[config.mk]
export PLATFORM = sky130hd
export DESIGN_NAME = ditc_top
export DESIGN_NICKNAME = d
export VERILOG_FILES = /design/src/pkg/ditc_pkg.sv /design/src/pkg/ditc_irq_if.sv /design/src/rtl/ditc_core_irq_unit.sv /design/src/rtl/ditc_host_irq_unit.sv /design/src/rtl/ditc_top.sv
export SDC_FILE = /design/constraint.sdc
export NUM_CORES = 1
export LEC_CHECK = 0
export ABC_AREA = 0
export BUFFER_PORTS_ARGS = -buffer_cell sky130_fd_sc_hd__buf_2
export CORE_ASPECT_RATIO = 1.5
export CORE_UTILIZATION = 45
export DETAILED_ROUTE_END_ITERATION = 16
export PLACE_DENSITY = 0.7
export SETUP_SLACK_MARGIN = 0.05
export SLEW_MARGIN = 25
export SYNTH_ARGS = -nofsm -noshare
export SYNTH_HDL_FRONTEND = slang
export SYNTH_SLANG_ARGS = --single-unit
export TNS_END_PERCENT = 5
[constraint.sdc]
create_clock -name i_sys_clk -period 2 [get_ports i_sys_clk]
set_clock_uncertainty 0.05 [all_clocks]
set_input_delay 0.1 -clock i_sys_clk [delete_from_list [all_inputs] [get_ports i_sys_clk]]
set_output_delay 0.1 -clock i_sys_clk [all_outputs]
set_load 0.005 [all_outputs]
[src/pkg/ditc_pkg.sv]
// Shared constants for the dual interrupt and trigger controller.
package ditc_pkg;

    // ------------------------------------------------------------
    // Bus and channel geometry
    // ------------------------------------------------------------
    localparam int unsigned ADDR_W    = 12;
    localparam int unsigned DATA_W    = 32;
    localparam int unsigned NCH       = 16;
    localparam int unsigned NTRIG     = 5;
    localparam int unsigned FIRST_IRQ = 5;

    // ------------------------------------------------------------
    // Register byte offsets
    // ------------------------------------------------------------
    localparam logic [11:0] OFS_HOST_MASK      = 12'h018;
    localparam logic [11:0] OFS_HOST_STATUS    = 12'h01c;
    localparam logic [11:0] OFS_CORE_MASK      = 12'h064;
    localparam logic [11:0] OFS_CORE_STATUS    = 12'h068;
    localparam logic [11:0] OFS_CORE_VECTOR    = 12'h06c;
    localparam logic [11:0] OFS_TRIG_MODE      = 12'h070;
    localparam logic [11:0] OFS_SW_TRIG        = 12'h074;
    localparam logic [11:0] OFS_HOST_TO_CORE   = 12'h078;
    localparam logic [11:0] OFS_CORE_TO_HOST   = 12'h07c;

    // ------------------------------------------------------------
    // Reset values and field positions
    // ------------------------------------------------------------
    localparam logic [15:0] RST_MASK        = 16'h0000;
    localparam logic [4:0]  RST_TRIG_MODE   = 5'h00;
    localparam logic [23:0] RST_VEC_BASE    = 24'h000000;
    localparam logic [3:0]  RST_CORE_TO_HOST = 4'h0;
    localparam int unsigned VEC_VALID_BIT   = 4;
    localparam int unsigned VEC_BASE_LSB    = 8;

    // Internal unit channel numbers.
    localparam logic [3:0] CCH_DMA_TC     = 4'h5;
    localparam logic [3:0] CCH_EXT_BUS    = 4'h6;
    localparam logic [3:0] CCH_ENC_FULL   = 4'h7;
    localparam logic [3:0] CCH_DEC_TREF   = 4'h8;
    localparam logic [3:0] CCH_ENC_TREF   = 4'h9;
    localparam logic [3:0] CCH_TIMER0     = 4'ha;
    localparam logic [3:0] CCH_TIMER1     = 4'hb;
    localparam logic [3:0] CCH_HOST_CMD   = 4'hc;
    localparam logic [3:0] CCH_DEC_DONE   = 4'hd;
    localparam logic [3:0] CCH_ALIGN_LOSS = 4'he;
    localparam logic [3:0] CCH_RUN_LEVEL  = 4'hf;

    // Host-side unit channel positions.
    localparam int unsigned HCH_DMA_LSB  = 0;
    localparam int unsigned HCH_CORE_LSB = 8;
    localparam int unsigned HCH_EXT_BUS  = 12;
    localparam int unsigned HCH_DMA_TC   = 13;
    localparam int unsigned HCH_FRM_TC   = 14;
    localparam int unsigned HCH_CORE_IRQ = 15;

endpackage

[src/pkg/ditc_irq_if.sv]
// Connection between the register front end and the two interrupt units.
`timescale 1ns/10ps
`default_nettype none
interface ditc_irq_if;
    logic [15:0] core_src;
    logic [15:0] core_mask;
    logic [15:0] core_pend;
    logic        core_ack;
    logic [3:0]  core_ack_chan;
    logic        core_irq;
    logic [3:0]  core_vec_chan;
    logic        core_vec_valid;
    logic [15:0] host_src;
    logic [15:0] host_mask;
    logic [15:0] host_status;
    logic        host_irq;

    modport ctrl (
        output core_src, core_mask, core_ack, core_ack_chan, host_src, host_mask,
        input  core_pend, core_irq, core_vec_chan, core_vec_valid, host_status, host_irq
    );
    modport core_unit (
        input  core_src, core_mask, core_ack, core_ack_chan,
        output core_pend, core_irq, core_vec_chan, core_vec_valid
    );
    modport host_unit (
        input  host_src, host_mask,
        output host_status, host_irq
    );
endinterface
`default_nettype wire

[src/rtl/ditc_core_irq_unit.sv]
// Internal interrupt unit: pending latches, masking and vector priority.
`timescale 1ns/10ps
`default_nettype none
module ditc_core_irq_unit
    import ditc_pkg::*;
(
    input  wire logic      i_sys_clk,
    input  wire logic      i_srst,
    ditc_irq_if.core_unit  irq
);

    logic [15:0] clr;
    logic [15:0] active;

    // ------------------------------------------------------------
    // Pending latches
    // ------------------------------------------------------------
    // latch until acknowledge
    // A source active in the clearing cycle stays pending: set wins.
    always_ff @(posedge i_sys_clk) begin
        if (i_srst) begin
            irq.core_pend <= 16'h0000;
        end else begin
            irq.core_pend <= ((irq.core_pend & ~clr) | irq.core_src) & 16'hffe0;
        end
    end

    // acknowledge clears channel
    always_comb begin
        clr = 16'h0000;
        if (irq.core_ack) begin
            clr[irq.core_ack_chan] = 1'b1;
        end
    end

    // mask gates request
    assign active   = irq.core_pend & irq.core_mask;
    // request from enabled pending
    assign irq.core_irq = |active;

    // Lowest channel number is served first.
    always_comb begin
        irq.core_vec_chan  = 4'h0;
        irq.core_vec_valid = 1'b0;
        for (int i = NCH - 1; i >= int'(FIRST_IRQ); i--) begin
            if (active[i]) begin
                irq.core_vec_chan  = 4'(i);
                irq.core_vec_valid = 1'b1;
            end
        end
    end

    // ------------------------------------------------------------
    // Checks
    // ------------------------------------------------------------
    a_pend_latch_set: assert property (
        @(posedge i_sys_clk) disable iff (i_srst)
        (irq.core_src[CCH_TIMER0]) |=> irq.core_pend[CCH_TIMER0])
        else $error("Active source did not become pending.");

    a_ack_clears_pend: assert property (
        @(posedge i_sys_clk) disable iff (i_srst)
        (irq.core_ack && !irq.core_src[irq.core_ack_chan])
            |=> !irq.core_pend[$past(irq.core_ack_chan)])
        else $error("Acknowledged channel stayed pending.");

    a_mask_blocks_irq: assert property (
        @(posedge i_sys_clk) disable iff (i_srst)
        ((irq.core_pend & irq.core_mask) == 16'h0000) |-> !irq.core_irq && !irq.core_vec_valid)
        else $error("Masked channel raised the request.");

endmodule
`default_nettype wire

[src/rtl/ditc_host_irq_unit.sv]
// Host-side interrupt unit: sixteen channels merged into one host request.
`timescale 1ns/10ps
`default_nettype none
module ditc_host_irq_unit
    import ditc_pkg::*;
(
    input  wire logic      i_sys_clk,
    input  wire logic      i_srst,
    ditc_irq_if.host_unit  irq
);

    // ------------------------------------------------------------
    // Status and merge
    // ------------------------------------------------------------
    // sample all sixteen channels
    always_ff @(posedge i_sys_clk) begin
        if (i_srst) begin
            irq.host_status <= 16'h0000;
        end else begin
            irq.host_status <= irq.host_src;
        end
    end

    // masked channels never request
    always_ff @(posedge i_sys_clk) begin
        if (i_srst) begin
            irq.host_irq <= 1'b0;
        end else begin
            irq.host_irq <= |(irq.host_src & irq.host_mask);
        end
    end

    a_host_status_track: assert property (
        @(posedge i_sys_clk) disable iff (i_srst)
        ##1 (irq.host_status == $past(irq.host_src)))
        else $error("Host status does not follow its sources.");

    a_host_irq_mask: assert property (
        @(posedge i_sys_clk) disable iff (i_srst)
        ((irq.host_src & irq.host_mask) == 16'h0000) |=> !irq.host_irq)
        else $error("Masked host channel raised the request.");

endmodule
`default_nettype wire

[src/rtl/ditc_top.sv]
// Register front end and trigger logic joining the internal and host-side units.
//
// Operation
// The internal unit delivers interrupt channels to the embedded core and five engine trigger outputs.
// Triggers 0 to 4 start capture, motion search, loop filter, inverse transform and forward transform.
// Channels 5 to 9 carry DMA terminal count, external bus, encoder FIFO full and the two temporal-reference events.
// Channels 10 to 15 carry both timer timeouts, host command, decode done, alignment loss and run-level error.
// Each internal channel has its own mask bit, and a masked channel raises no request.
// An enabled active channel shows in the status register and raises the core request line.
// A read of the vector register pulses the acknowledge and clears the served channel.
// The host-side unit merges sixteen channels into the host interrupt line.
// Host channels 0 to 7 follow the external-memory DMA request lines.
// Host channels 8 to 11 are raised by the embedded core.
// Host channels 12 to 15 carry external bus, both DMA terminal counts and the internal unit output.
// Every host channel has a mask bit, and a masked channel never drives the host line.
// Host software reads the host status register to find the raising channel.
// A write to the host command register gives one pulse on internal channel 12.
// An internal channel stays pending from activation until its acknowledge.
// The host line is driven low while any unmasked host channel is active, and released otherwise.
// A software trigger write pulses for one cycle each trigger written as one in software mode.
`timescale 1ns/10ps
`default_nettype none
module ditc_top
    import ditc_pkg::*;
(
    input  wire logic                       i_sys_clk,
    input  wire logic                       i_srst,
    input  wire logic                       i_reg_wr,
    input  wire logic                       i_reg_rd,
    input  wire logic [ditc_pkg::ADDR_W-1:0] i_reg_addr,
    input  wire logic [ditc_pkg::DATA_W-1:0] i_reg_wdata,
    output logic      [ditc_pkg::DATA_W-1:0] o_reg_rdata,
    output logic                            o_reg_rvalid,
    input  wire logic [ditc_pkg::NTRIG-1:0] i_engine_ready,
    output logic      [ditc_pkg::NTRIG-1:0] o_trigger,
    input  wire logic                       i_external_memory_dma_tc,
    input  wire logic                       i_ext_bus_irq,
    input  wire logic                       i_variable_length_encoder_full,
    input  wire logic                       i_dec_temporal_ref,
    input  wire logic                       i_enc_temporal_ref,
    input  wire logic                       i_timer0_timeout,
    input  wire logic                       i_timer1_timeout,
    input  wire logic                       i_decode_done,
    input  wire logic                       i_align_loss,
    input  wire logic                       i_run_level_err,
    input  wire logic [7:0]                 i_external_memory_dma_req,
    input  wire logic                       i_frame_memory_dma_tc,
    output logic                            o_core_irq,
    output logic                            o_core_irq_acknowledge,
    output logic                            o_pci_core_irq_acknowledge_n_o,
    output logic                            o_pci_core_irq_acknowledge_n_oe
);

    ditc_irq_if irq ();

    logic [15:0] core_mask;
    logic [15:0] host_mask;
    logic [4:0]  trigger_mode;
    logic [23:0] vec_base;
    logic [3:0]  core_to_host;
    logic        host_cmd_pulse;
    logic [4:0]  ready_prev;
    logic        sw_trig_wr;
    logic        vec_rd;
    logic [31:0] next_rdata;

    // ------------------------------------------------------------
    // Interrupt units
    // ------------------------------------------------------------
    ditc_core_irq_unit u_core (
        .i_sys_clk (i_sys_clk),
        .i_srst    (i_srst),
        .irq       (irq.core_unit)
    );

    ditc_host_irq_unit u_host (
        .i_sys_clk (i_sys_clk),
        .i_srst    (i_srst),
        .irq       (irq.host_unit)
    );

    // ------------------------------------------------------------
    // Source wiring
    // ------------------------------------------------------------
    // eleven interrupt channels toward the core
    always_comb begin
        irq.core_src = 16'h0000;
        // DMA, bus, encoder and reference events
        irq.core_src[CCH_DMA_TC]     = i_external_memory_dma_tc;
        irq.core_src[CCH_EXT_BUS]    = i_ext_bus_irq;
        irq.core_src[CCH_ENC_FULL]   = i_variable_length_encoder_full;
        irq.core_src[CCH_DEC_TREF]   = i_dec_temporal_ref;
        irq.core_src[CCH_ENC_TREF]   = i_enc_temporal_ref;
        // timers, host, decoder events
        irq.core_src[CCH_TIMER0]     = i_timer0_timeout;
        irq.core_src[CCH_TIMER1]     = i_timer1_timeout;
        irq.core_src[CCH_HOST_CMD]   = host_cmd_pulse;
        irq.core_src[CCH_DEC_DONE]   = i_decode_done;
        irq.core_src[CCH_ALIGN_LOSS] = i_align_loss;
        irq.core_src[CCH_RUN_LEVEL]  = i_run_level_err;
    end

    always_comb begin
        irq.host_src = 16'h0000;
        // DMA request lines
        irq.host_src[HCH_DMA_LSB +: 8]  = i_external_memory_dma_req;
        // core-raised channels
        irq.host_src[HCH_CORE_LSB +: 4] = core_to_host;
        // bus, terminal counts, internal unit
        irq.host_src[HCH_EXT_BUS]       = i_ext_bus_irq;
        irq.host_src[HCH_DMA_TC]        = i_external_memory_dma_tc;
        irq.host_src[HCH_FRM_TC]        = i_frame_memory_dma_tc;
        irq.host_src[HCH_CORE_IRQ]      = irq.core_irq;
    end

    assign irq.core_mask = core_mask;
    assign irq.host_mask = host_mask;

    // ------------------------------------------------------------
    // Register writes
    // ------------------------------------------------------------
    always_ff @(posedge i_sys_clk) begin
        if (i_srst) begin
            core_mask    <= RST_MASK;
            host_mask    <= RST_MASK;
            trigger_mode <= RST_TRIG_MODE;
            vec_base     <= RST_VEC_BASE;
            core_to_host <= RST_CORE_TO_HOST;
        end else if (i_reg_wr) begin
            if (i_reg_addr == OFS_CORE_MASK) begin
                // per-channel enables
                core_mask <= i_reg_wdata[15:0] & 16'hffe0;
            end else if (i_reg_addr == OFS_HOST_MASK) begin
                // per-channel enables
                host_mask <= i_reg_wdata[15:0];
            end else if (i_reg_addr == OFS_TRIG_MODE) begin
                trigger_mode <= i_reg_wdata[4:0];
            end else if (i_reg_addr == OFS_CORE_VECTOR) begin
                vec_base <= i_reg_wdata[31:8];
            end else if (i_reg_addr == OFS_CORE_TO_HOST) begin
                // core raises host channels
                core_to_host <= i_reg_wdata[3:0];
            end
        end
    end

    // single pulse per command write
    always_ff @(posedge i_sys_clk) begin
        if (i_srst) begin
            host_cmd_pulse <= 1'b0;
        end else begin
            host_cmd_pulse <= i_reg_wr && (i_reg_addr == OFS_HOST_TO_CORE);
        end
    end

    // ------------------------------------------------------------
    // Triggers
    // ------------------------------------------------------------
    // Mode bit zero selects the software register, one the engine ready edge.
    assign sw_trig_wr = i_reg_wr && (i_reg_addr == OFS_SW_TRIG);

    always_ff @(posedge i_sys_clk) begin
        if (i_srst) begin
            ready_prev <= 5'h00;
        end else begin
            ready_prev <= i_engine_ready;
        end
    end

    // one start output per engine
    for (genvar t = 0; t < NTRIG; t++) begin : g_trig
        // one-cycle start pulse
        always_ff @(posedge i_sys_clk) begin
            if (i_srst) begin
                o_trigger[t] <= 1'b0;
            end else if (trigger_mode[t]) begin
                o_trigger[t] <= i_engine_ready[t] && !ready_prev[t];
            end else begin
                o_trigger[t] <= sw_trig_wr && i_reg_wdata[t];
            end
        end
    end

    // ------------------------------------------------------------
    // Register reads and acknowledge
    // ------------------------------------------------------------
    assign vec_rd = i_reg_rd && (i_reg_addr == OFS_CORE_VECTOR);

    // vector read acknowledges the served channel
    assign irq.core_ack      = vec_rd && irq.core_vec_valid;
    assign irq.core_ack_chan = irq.core_vec_chan;

    always_comb begin
        next_rdata = 32'h00000000;
        if (i_reg_addr == OFS_CORE_MASK) begin
            next_rdata[15:0] = core_mask;
        end else if (i_reg_addr == OFS_CORE_STATUS) begin
            // enabled active channels
            next_rdata[15:0] = irq.core_pend & core_mask;
        end else if (i_reg_addr == OFS_CORE_VECTOR) begin
            next_rdata[3:0]                   = irq.core_vec_chan;
            next_rdata[VEC_VALID_BIT]         = irq.core_vec_valid;
            next_rdata[31:VEC_BASE_LSB]       = vec_base;
        end else if (i_reg_addr == OFS_TRIG_MODE) begin
            next_rdata[4:0] = trigger_mode;
        end else if (i_reg_addr == OFS_HOST_MASK) begin
            next_rdata[15:0] = host_mask;
        end else if (i_reg_addr == OFS_HOST_STATUS) begin
            // host finds the raising channel here
            next_rdata[15:0] = irq.host_status;
        end else if (i_reg_addr == OFS_CORE_TO_HOST) begin
            next_rdata[3:0] = core_to_host;
        end
    end

    // Read data is held until the next read so software may sample late.
    always_ff @(posedge i_sys_clk) begin
        if (i_srst) begin
            o_reg_rdata <= 32'h00000000;
        end else if (i_reg_rd) begin
            o_reg_rdata <= next_rdata;
        end
    end

    always_ff @(posedge i_sys_clk) begin
        if (i_srst) begin
            o_reg_rvalid           <= 1'b0;
            o_core_irq_acknowledge <= 1'b0;
        end else begin
            o_reg_rvalid           <= i_reg_rd;
            o_core_irq_acknowledge <= irq.core_ack;
        end
    end

    // ------------------------------------------------------------
    // Request outputs
    // ------------------------------------------------------------
    // core request line
    always_ff @(posedge i_sys_clk) begin
        if (i_srst) begin
            o_core_irq <= 1'b0;
        end else begin
            o_core_irq <= irq.core_irq;
        end
    end

    // open-drain host line, low while any unmasked channel is active
    assign o_pci_core_irq_acknowledge_n_o  = 1'b0;
    assign o_pci_core_irq_acknowledge_n_oe = irq.host_irq;

    // ------------------------------------------------------------
    // Checks
    // ------------------------------------------------------------
    a_sw_trig_pulse: assert property (
        @(posedge i_sys_clk) disable iff (i_srst)
        (sw_trig_wr && i_reg_wdata[0] && !trigger_mode[0]) |=> o_trigger[0] ##1 !o_trigger[0])
        else $error("Software trigger did not give a single pulse.");

    a_trig_mode_block: assert property (
        @(posedge i_sys_clk) disable iff (i_srst)
        (trigger_mode[1] && !i_engine_ready[1]) |=> !o_trigger[1])
        else $error("Hardware-mode trigger fired without an engine edge.");

    a_host_cmd_pulse: assert property (
        @(posedge i_sys_clk) disable iff (i_srst)
        (i_reg_wr && i_reg_addr == OFS_HOST_TO_CORE && core_mask[CCH_HOST_CMD])
            |=> irq.core_src[CCH_HOST_CMD] ##1 irq.core_pend[CCH_HOST_CMD] ##1 o_core_irq)
        else $error("Host command did not reach the core request.");

    a_vector_ack: assert property (
        @(posedge i_sys_clk) disable iff (i_srst)
        (vec_rd && irq.core_vec_valid) |=> o_core_irq_acknowledge && o_reg_rvalid
            && (o_reg_rdata[3:0] == $past(irq.core_vec_chan)))
        else $error("Vector read did not acknowledge its channel.");

    a_no_ack_idle: assert property (
        @(posedge i_sys_clk) disable iff (i_srst)
        !vec_rd |=> !o_core_irq_acknowledge)
        else $error("Acknowledge without a vector read.");

    a_core_irq_acknowledge_drive: assert property (
        @(posedge i_sys_clk) disable iff (i_srst)
        ((irq.host_src & host_mask) != 16'h0000) |=> o_pci_core_irq_acknowledge_n_oe && !o_pci_core_irq_acknowledge_n_o)
        else $error("Host line not driven for an unmasked channel.");

    a_core_to_host: assert property (
        @(posedge i_sys_clk) disable iff (i_srst)
        (irq.core_irq && host_mask[HCH_CORE_IRQ]) |=> o_pci_core_irq_acknowledge_n_oe)
        else $error("Internal unit request did not reach the host line.");

endmodule
`default_nettype wire

==> metrics, run 1 <==
outcome=finished clean; top-count cell post-synth=dfxtp_1; syn_area_per_cell=8.956 um^2; Max Freq=507.4 MHz; largest net degree at the start of global routing=68; r2r setup slk=0.03 ns; fin crit share=0.9855; TNS Setup=0 ns; clock buffer depth=2; total of max-cap violations=0; gp weighted congestion=0.9360; fillcell total=987; wire per inst=19.70 um; die area=13080 um^2; Power Density=788.4 nW/um^2; DRC=0; Lkg Pwr=0.003618 uW; sequential share of the synthesized area=0.4689; final hold violations=0; DR vias/cell=5.688; Nets=930; Post-synth top cells=133 x dfxtp_1, 79 x nor2_1, 72 x nand2_1; H-tree depth=4; cell chain of the critical path=a22o_1 -> nor4_2 -> buf_4 -> a21boi_0 -> o31ai_1 -> a21oi_1; initial antenna violation count=0; ANT nets after route=0; first-pass GRT wire length=31110 um; asr flop ratio synth=0; worst hold path class=primary input to flip-flop; Startpoint Class=flip-flop; clk sink count=133; Worst Path Max Fanout=5; Die H=139.6 um; WHS=0.1157 ns; slowest cell delay on critical path=0.38 ns; initial drt markers=433; worst endpoint data arrival time=2.18 ns; CTS Buf Count=17; Mapped Cells=634; Placement Rows=49; Final setup viols=0; Routed WL=20170 um; via count=5825; synth top area cells=dfxtp_1 47%, mux2i_1 8.8%, nor2_1 5.2%; fin. max-slew vios=0; grt ovf=0; Layout Utilization=0.6689; Slew HR=0.5038; First-pass DRT Iterations=5; CTS tree=built; placed inst area=6840 um^2; count of distinct cell types in the synthesized netlist=62; crit path time final=1.971 ns; Final Cell Area=8120 um^2; I/O Buffers=112; YS warnings=0; Worst path slowest cell=o31ai_1; measured slew at the worst slew-check pin=0.7443 ns; Yosys top cell by area=dfxtp_1; gr usage total=0.3147; ANT cells=0; RSZ-0062 raised after global routing=yes; Reg clk slew, reported paths=0.06 ns; # IOs=114; fraction of layout cells with a size suffix above 1=0.2755; Yosys top cell area share=0.4689; CTS Root Buffer Type=clkbuf_16; Synth Flop Type=dfxtp_1; IR drop worst, VDD=0.6908 mV; Die Wd=93.72 um; total setup buffers inserted after CTS=0; Worst setup EP type=flip-flop; Net Count, Synth=706; hpwl dp=14110 um; core area=12140 um^2; synthesized area=5678 um^2; vias in the first global route=5872; number of enable flip-flop cells after synthesis=0; kind of critical path=flip-flop to flip-flop; synth-to-layout area growth=43.01%; worst-skew pair later-pin latency=0.42 ns; CP required=2.21 ns; Starting Density=0.4677; #FFs+latches synth=133
## layout by cell type, fill, tap and decap left out, types with 5 or more instances in the layout
master	n
buf_4	71
dlygate4sd3_1	62
clkbuf_16	17
nand3b_1	8
a31oi_1	7
nor2b_1	20
a22oi_1	12
nand4_1	5
a22o_1	8
nand2_1	72
dfxtp_1	131
a21oi_1	38
nor3_1	15
inv_6	5
nor2_1	79
a222oi_1	5
a21o_1	7
buf_2	111
a211oi_1	10
mux2i_1	50
nand3_1	24
o21ai_0	10
## what timing repair did
| action | CTS | global route |
|---|---|---|
| pin swaps | 0 | 0 |
| endpoints found under the setup margin | 4 | 17 |
| gates resized for setup | 1 | 12 |
| hold buffers | 62 | 0 |
| hold endpoints to repair | 92 | 0 |
## stage by stage
step	power (uW)	setup WS [ns]	std cells
3_3_place_gp	3113	-0.3026	930
6_report	6402	0.02899	1024
2_1_floorplan	2907	-0.03221	634
3_5_place_dp	3116	-0.3050	930
4_1_cts	6413	0.02065	1024
5_1_grt	6585	0.03518	1024
## routing by layer
| layer | vias to the layer above | track usage | share of wire |
|---|---|---|---|
| met4 | 0 | 0.1806 | 0.049 |
| met1 | 2799 | 0.3639 | 0.39 |
| met5 | - | 0 | 0 |
| met3 | 61 | 0.05519 | 0.047 |
| li1 | 2751 | - | - |
| met2 | 214 | 0.5363 | 0.51 |
## path summary, 6_finish.rpt
path | startpoint | end | cells after the start
worst max-delay path | core_mask[9]$_SDFFE_PP0P_ | o_reg_rdata[4]$_SDFFE_PP0P_ | 6
worst min-delay path | i_reg_addr[0] | host_cmd_pulse$_SDFF_PP0_ | 4
worst max register to register | core_mask[9]$_SDFFE_PP0P_ | o_reg_rdata[4]$_SDFFE_PP0P_ | 6
worst min register to register | o_reg_rdata[19]$_SDFFE_PP0P_ | o_reg_rdata[19]$_SDFFE_PP0P_ | 2
## cell families (layout without fill, tap and decap cells)
kind of cell	Yosys count	count (layout)	share of synthesized area
AO/OA/AOI/OAI	137	137	0.1695
buffers and inverters	47	284	0.03592
AND/OR/NAND/NOR	266	266	0.2369
flip-flops	133	133	0.4689
multiplexers	50	50	0.08814
other	1	1	0.0006605
## critical path: cells and delay by family (launching register included)
kind,cells,cell delay (ns)
AO/OA/AOI/OAI,4,0.85
flip-flops,1,0.36
AND/OR/NAND/NOR,1,0.36
buffers and inverters,1,0.20
## registers in the layout, summed over array words and instances, names as in the netlist, 11 cells and up
| name | flops |
|---|---|
| o_reg_rdata | 32 |
| vec_base | 24 |
| core_mask | 11 |
| u_host.irq.host_status | 16 |
| u_core.irq.core_pend | 11 |
| host_mask | 16 |
## layout make-up
class,instances,area [um^2],share of cell area
repair buffers,247,1769,0.2179
flip-flops and latches,133,2665,0.3282
well taps,153,191.4,0.02357
inverters,5,18.77,0.002311
clock inverters,13,160.2,0.01972
multi-input cells,454,2863,0.3525
clock buffers,19,452.9,0.05578
## power breakdown
group          internal, uW  switching (uW)
logic                   224             231
clock network          1950            1290
registers              2690            22.7
Note: power is estimated with default switching activity, not from simulation.
==> run 2, diff against run 1 <==
Settings changed: CTS_BUF_LIST set to sky130_fd_sc_hd__clkbuf_4 sky130_fd_sc_hd__clkbuf_8.
==> run 2 against run 1 <==
Net effect: setup slack lost 0.00078 ns; die area did not move; sequential share of layout area grew 0.91 points; global-route usage decreased by 0.12 points; cell count about the same; combinational power fell by 0.9%; core utilization decreased by 1.8 points.
==> metrics, run 2 (synthesized netlist as in run 1, its figures left out) <==
Hold EP=host_cmd_pulse$_SDFF_PP0_; RSZ-0062 raised after global routing=yes; synth-to-layout area growth=39.14%; hpwl dp=14110 um; fraction of layout cells with a size suffix above 1=0.2724; ANT cells=0; worst-skew pair later-pin latency=0.44 ns; gp weighted congestion=0.9360; ANT nets after route=0; Regs by FF count=o_reg_rdata (32), vec_base (24); Die H=139.6 um; Die Wd=93.72 um; kind of critical path=flip-flop to flip-flop; H-tree depth=4; crit path time final=1.972 ns; total of max-cap violations=0; Hold Path Depth=4; P_sw=1444 uW; clock buffer depth=2; worst endpoint data arrival time=2.21 ns; # IOs=114; IR drop worst, VDD=0.8761 mV; DR vias/cell=5.717; internal power=4127 uW; fin. max-slew vios=0; sequential power share=0.486; I/O Buffers=112; cell chain of the critical path=a22o_1 -> nor4_2 -> buf_4 -> a21boi_0 -> o31ai_1 -> a21oi_1; Worst setup EP type=flip-flop; Slew HR=0.5097; DRC=0; gr usage total=0.3135; Startpoint Class=flip-flop; most frequent cells in the layout=131 x dfxtp_1, 111 x buf_2, 79 x nor2_1; wire per inst=19.59 um; largest reg by FF count=o_reg_rdata; Lkg Pwr=0.003523 uW; first-pass GRT wire length=31080 um; Power Density=705.2 nW/um^2; Worst path slowest cell=dfxtp_1; Comb power frac=0.081; Final setup viols=0; Max Freq=507.2 MHz; CTS tree=built; die area=13080 um^2; via count=5848; area of the multi-input gates=2844 um^2; Reg clk slew, reported paths=0.08 ns; TNS Setup=0 ns; pre-CTS WS=-0.3050 ns; WHS=0.09051 ns; slowest cell delay on critical path=0.38 ns; Nets=929; largest net degree at the start of global routing=68; final hold violations=0; fillcell total=1037; Switching Share=0.2593; CTS Buf Count=17; Worst Path Max Fanout=5; Starting Density=0.4677; grt ovf=0; worst hold path class=primary input to flip-flop; Final Cell Area=7900 um^2; worst r2r dst=o_reg_rdata[4]$_SDFFE_PP0P_; Largest register FFs=32; clk sink count=133; vias in the first global route=5838; Seq. cell area=2665 um^2; CTS Root Buffer Type=clkbuf_8; crit path buf inv count=1; total setup buffers inserted after CTS=0; measured slew at the worst slew-check pin=0.7355 ns; fin crit share=0.9859; placed insts=930; CP delay by family, top=compound AO/OA/AOI/OAI gates; outcome=finished clean; most common cell after layout, fill and taps aside=dfxtp_1; r2r setup slk=0.03 ns; Routed WL=20040 um; core area=12140 um^2; hold path startpoint=i_reg_addr[0]; reg2reg path depth=6; First-pass DRT Iterations=5; initial drt markers=506; placed inst area=6840 um^2; initial antenna violation count=0; RR Startpoint=core_mask[9]$_SDFFE_PP0P_; Finished Layout Cells=1023; CP required=2.24 ns; Placement Rows=49; fin worst setup slack=0.02822 ns; power share of the clock group=0.433
## run 2: cell types whose count changed in the layout (fill, tap and decap cells not counted), sizes merged
cell         previous run  this run
dlygate4sd3            62        61
## run 2: area by class of cell
cell class | instances | area share
timing repair buffer | 246 | 0.2227
clock inverter | 13 | 0.02027
inverter | 5 | 0.002376
sequential | 133 | 0.3373
multi-input combinational | 454 | 0.3600
clock buffer | 19 | 0.03310
tap | 153 | 0.02423
## run 2: metrics by stage
stage / utilization / total power [uW]
floorplan: - / 2907
global placement: 0.5635 / 3113
detailed placement: 0.5635 / 3116
CTS: 0.6501 / 5571
global route: 0.6508 / 5743
finish: 0.6508 / 5571
## run 2: routing by layer
layer / up-vias / global-route usage / routed length (um)
met2: 260 / 0.5459 / 10410
li1: 2756 / - / -
met3: 55 / 0.04590 / 1022
met5: - / 0 / 0
met4: 0 / 0.1571 / 796
met1: 2777 / 0.3675 / 7804
## run 2: timing repair
| action | CTS | global route |
|---|---|---|
| setup endpoints to repair | 4 | 8 |
| cloned | 0 | 0 |
| endpoints found under the hold margin | 92 | 0 |
| hold buffers | 61 | 0 |
| resized for setup | 5 | 4 |
## run 2: worst min-delay path, delay by kind of cell
kind / cells / cell delay (ns)
buf+inv: 2 / 0.25
simple gates: 2 / 0.19
## run 2: power by group through the flow
stage | Combinational, uW | Sequential (uW) | Clock [uW]
2_1_floorplan | 142 | 2760 | 0
3_3_place_gp | 346 | 2770 | 0
3_5_place_dp | 349 | 2770 | 0
4_1_cts | 443 | 2710 | 2420
5_1_grt | 481 | 2710 | 2550
6_report | 451 | 2710 | 2410
## run 2: how the worst max path moves through the flow
stage | startpoint | to | slack (ns) | depth (start not counted)
floorplan | i_reg_addr[9] | trigger_mode[1]$_SDFFE_PP0P_ | -0.03 | 7
global placement | i_reg_addr[3] | vec_base[12]$_SDFFE_PP0P_ | -0.30 | 7
finish | core_mask[9]$_SDFFE_PP0P_ | o_reg_rdata[4]$_SDFFE_PP0P_ | 0.03 | 6
global route | u_core.irq.core_pend[12]$_SDFF_PP0_ | u_core.irq.core_pend[14]$_SDFF_PP0_ | 0.02 | 5
CTS | u_core.irq.core_pend[12]$_SDFF_PP0_ | u_core.irq.core_pend[10]$_SDFF_PP0_ | 0.07 | 5
detailed placement | i_reg_addr[3] | vec_base[3]$_SDFFE_PP0P_ | -0.31 | 7
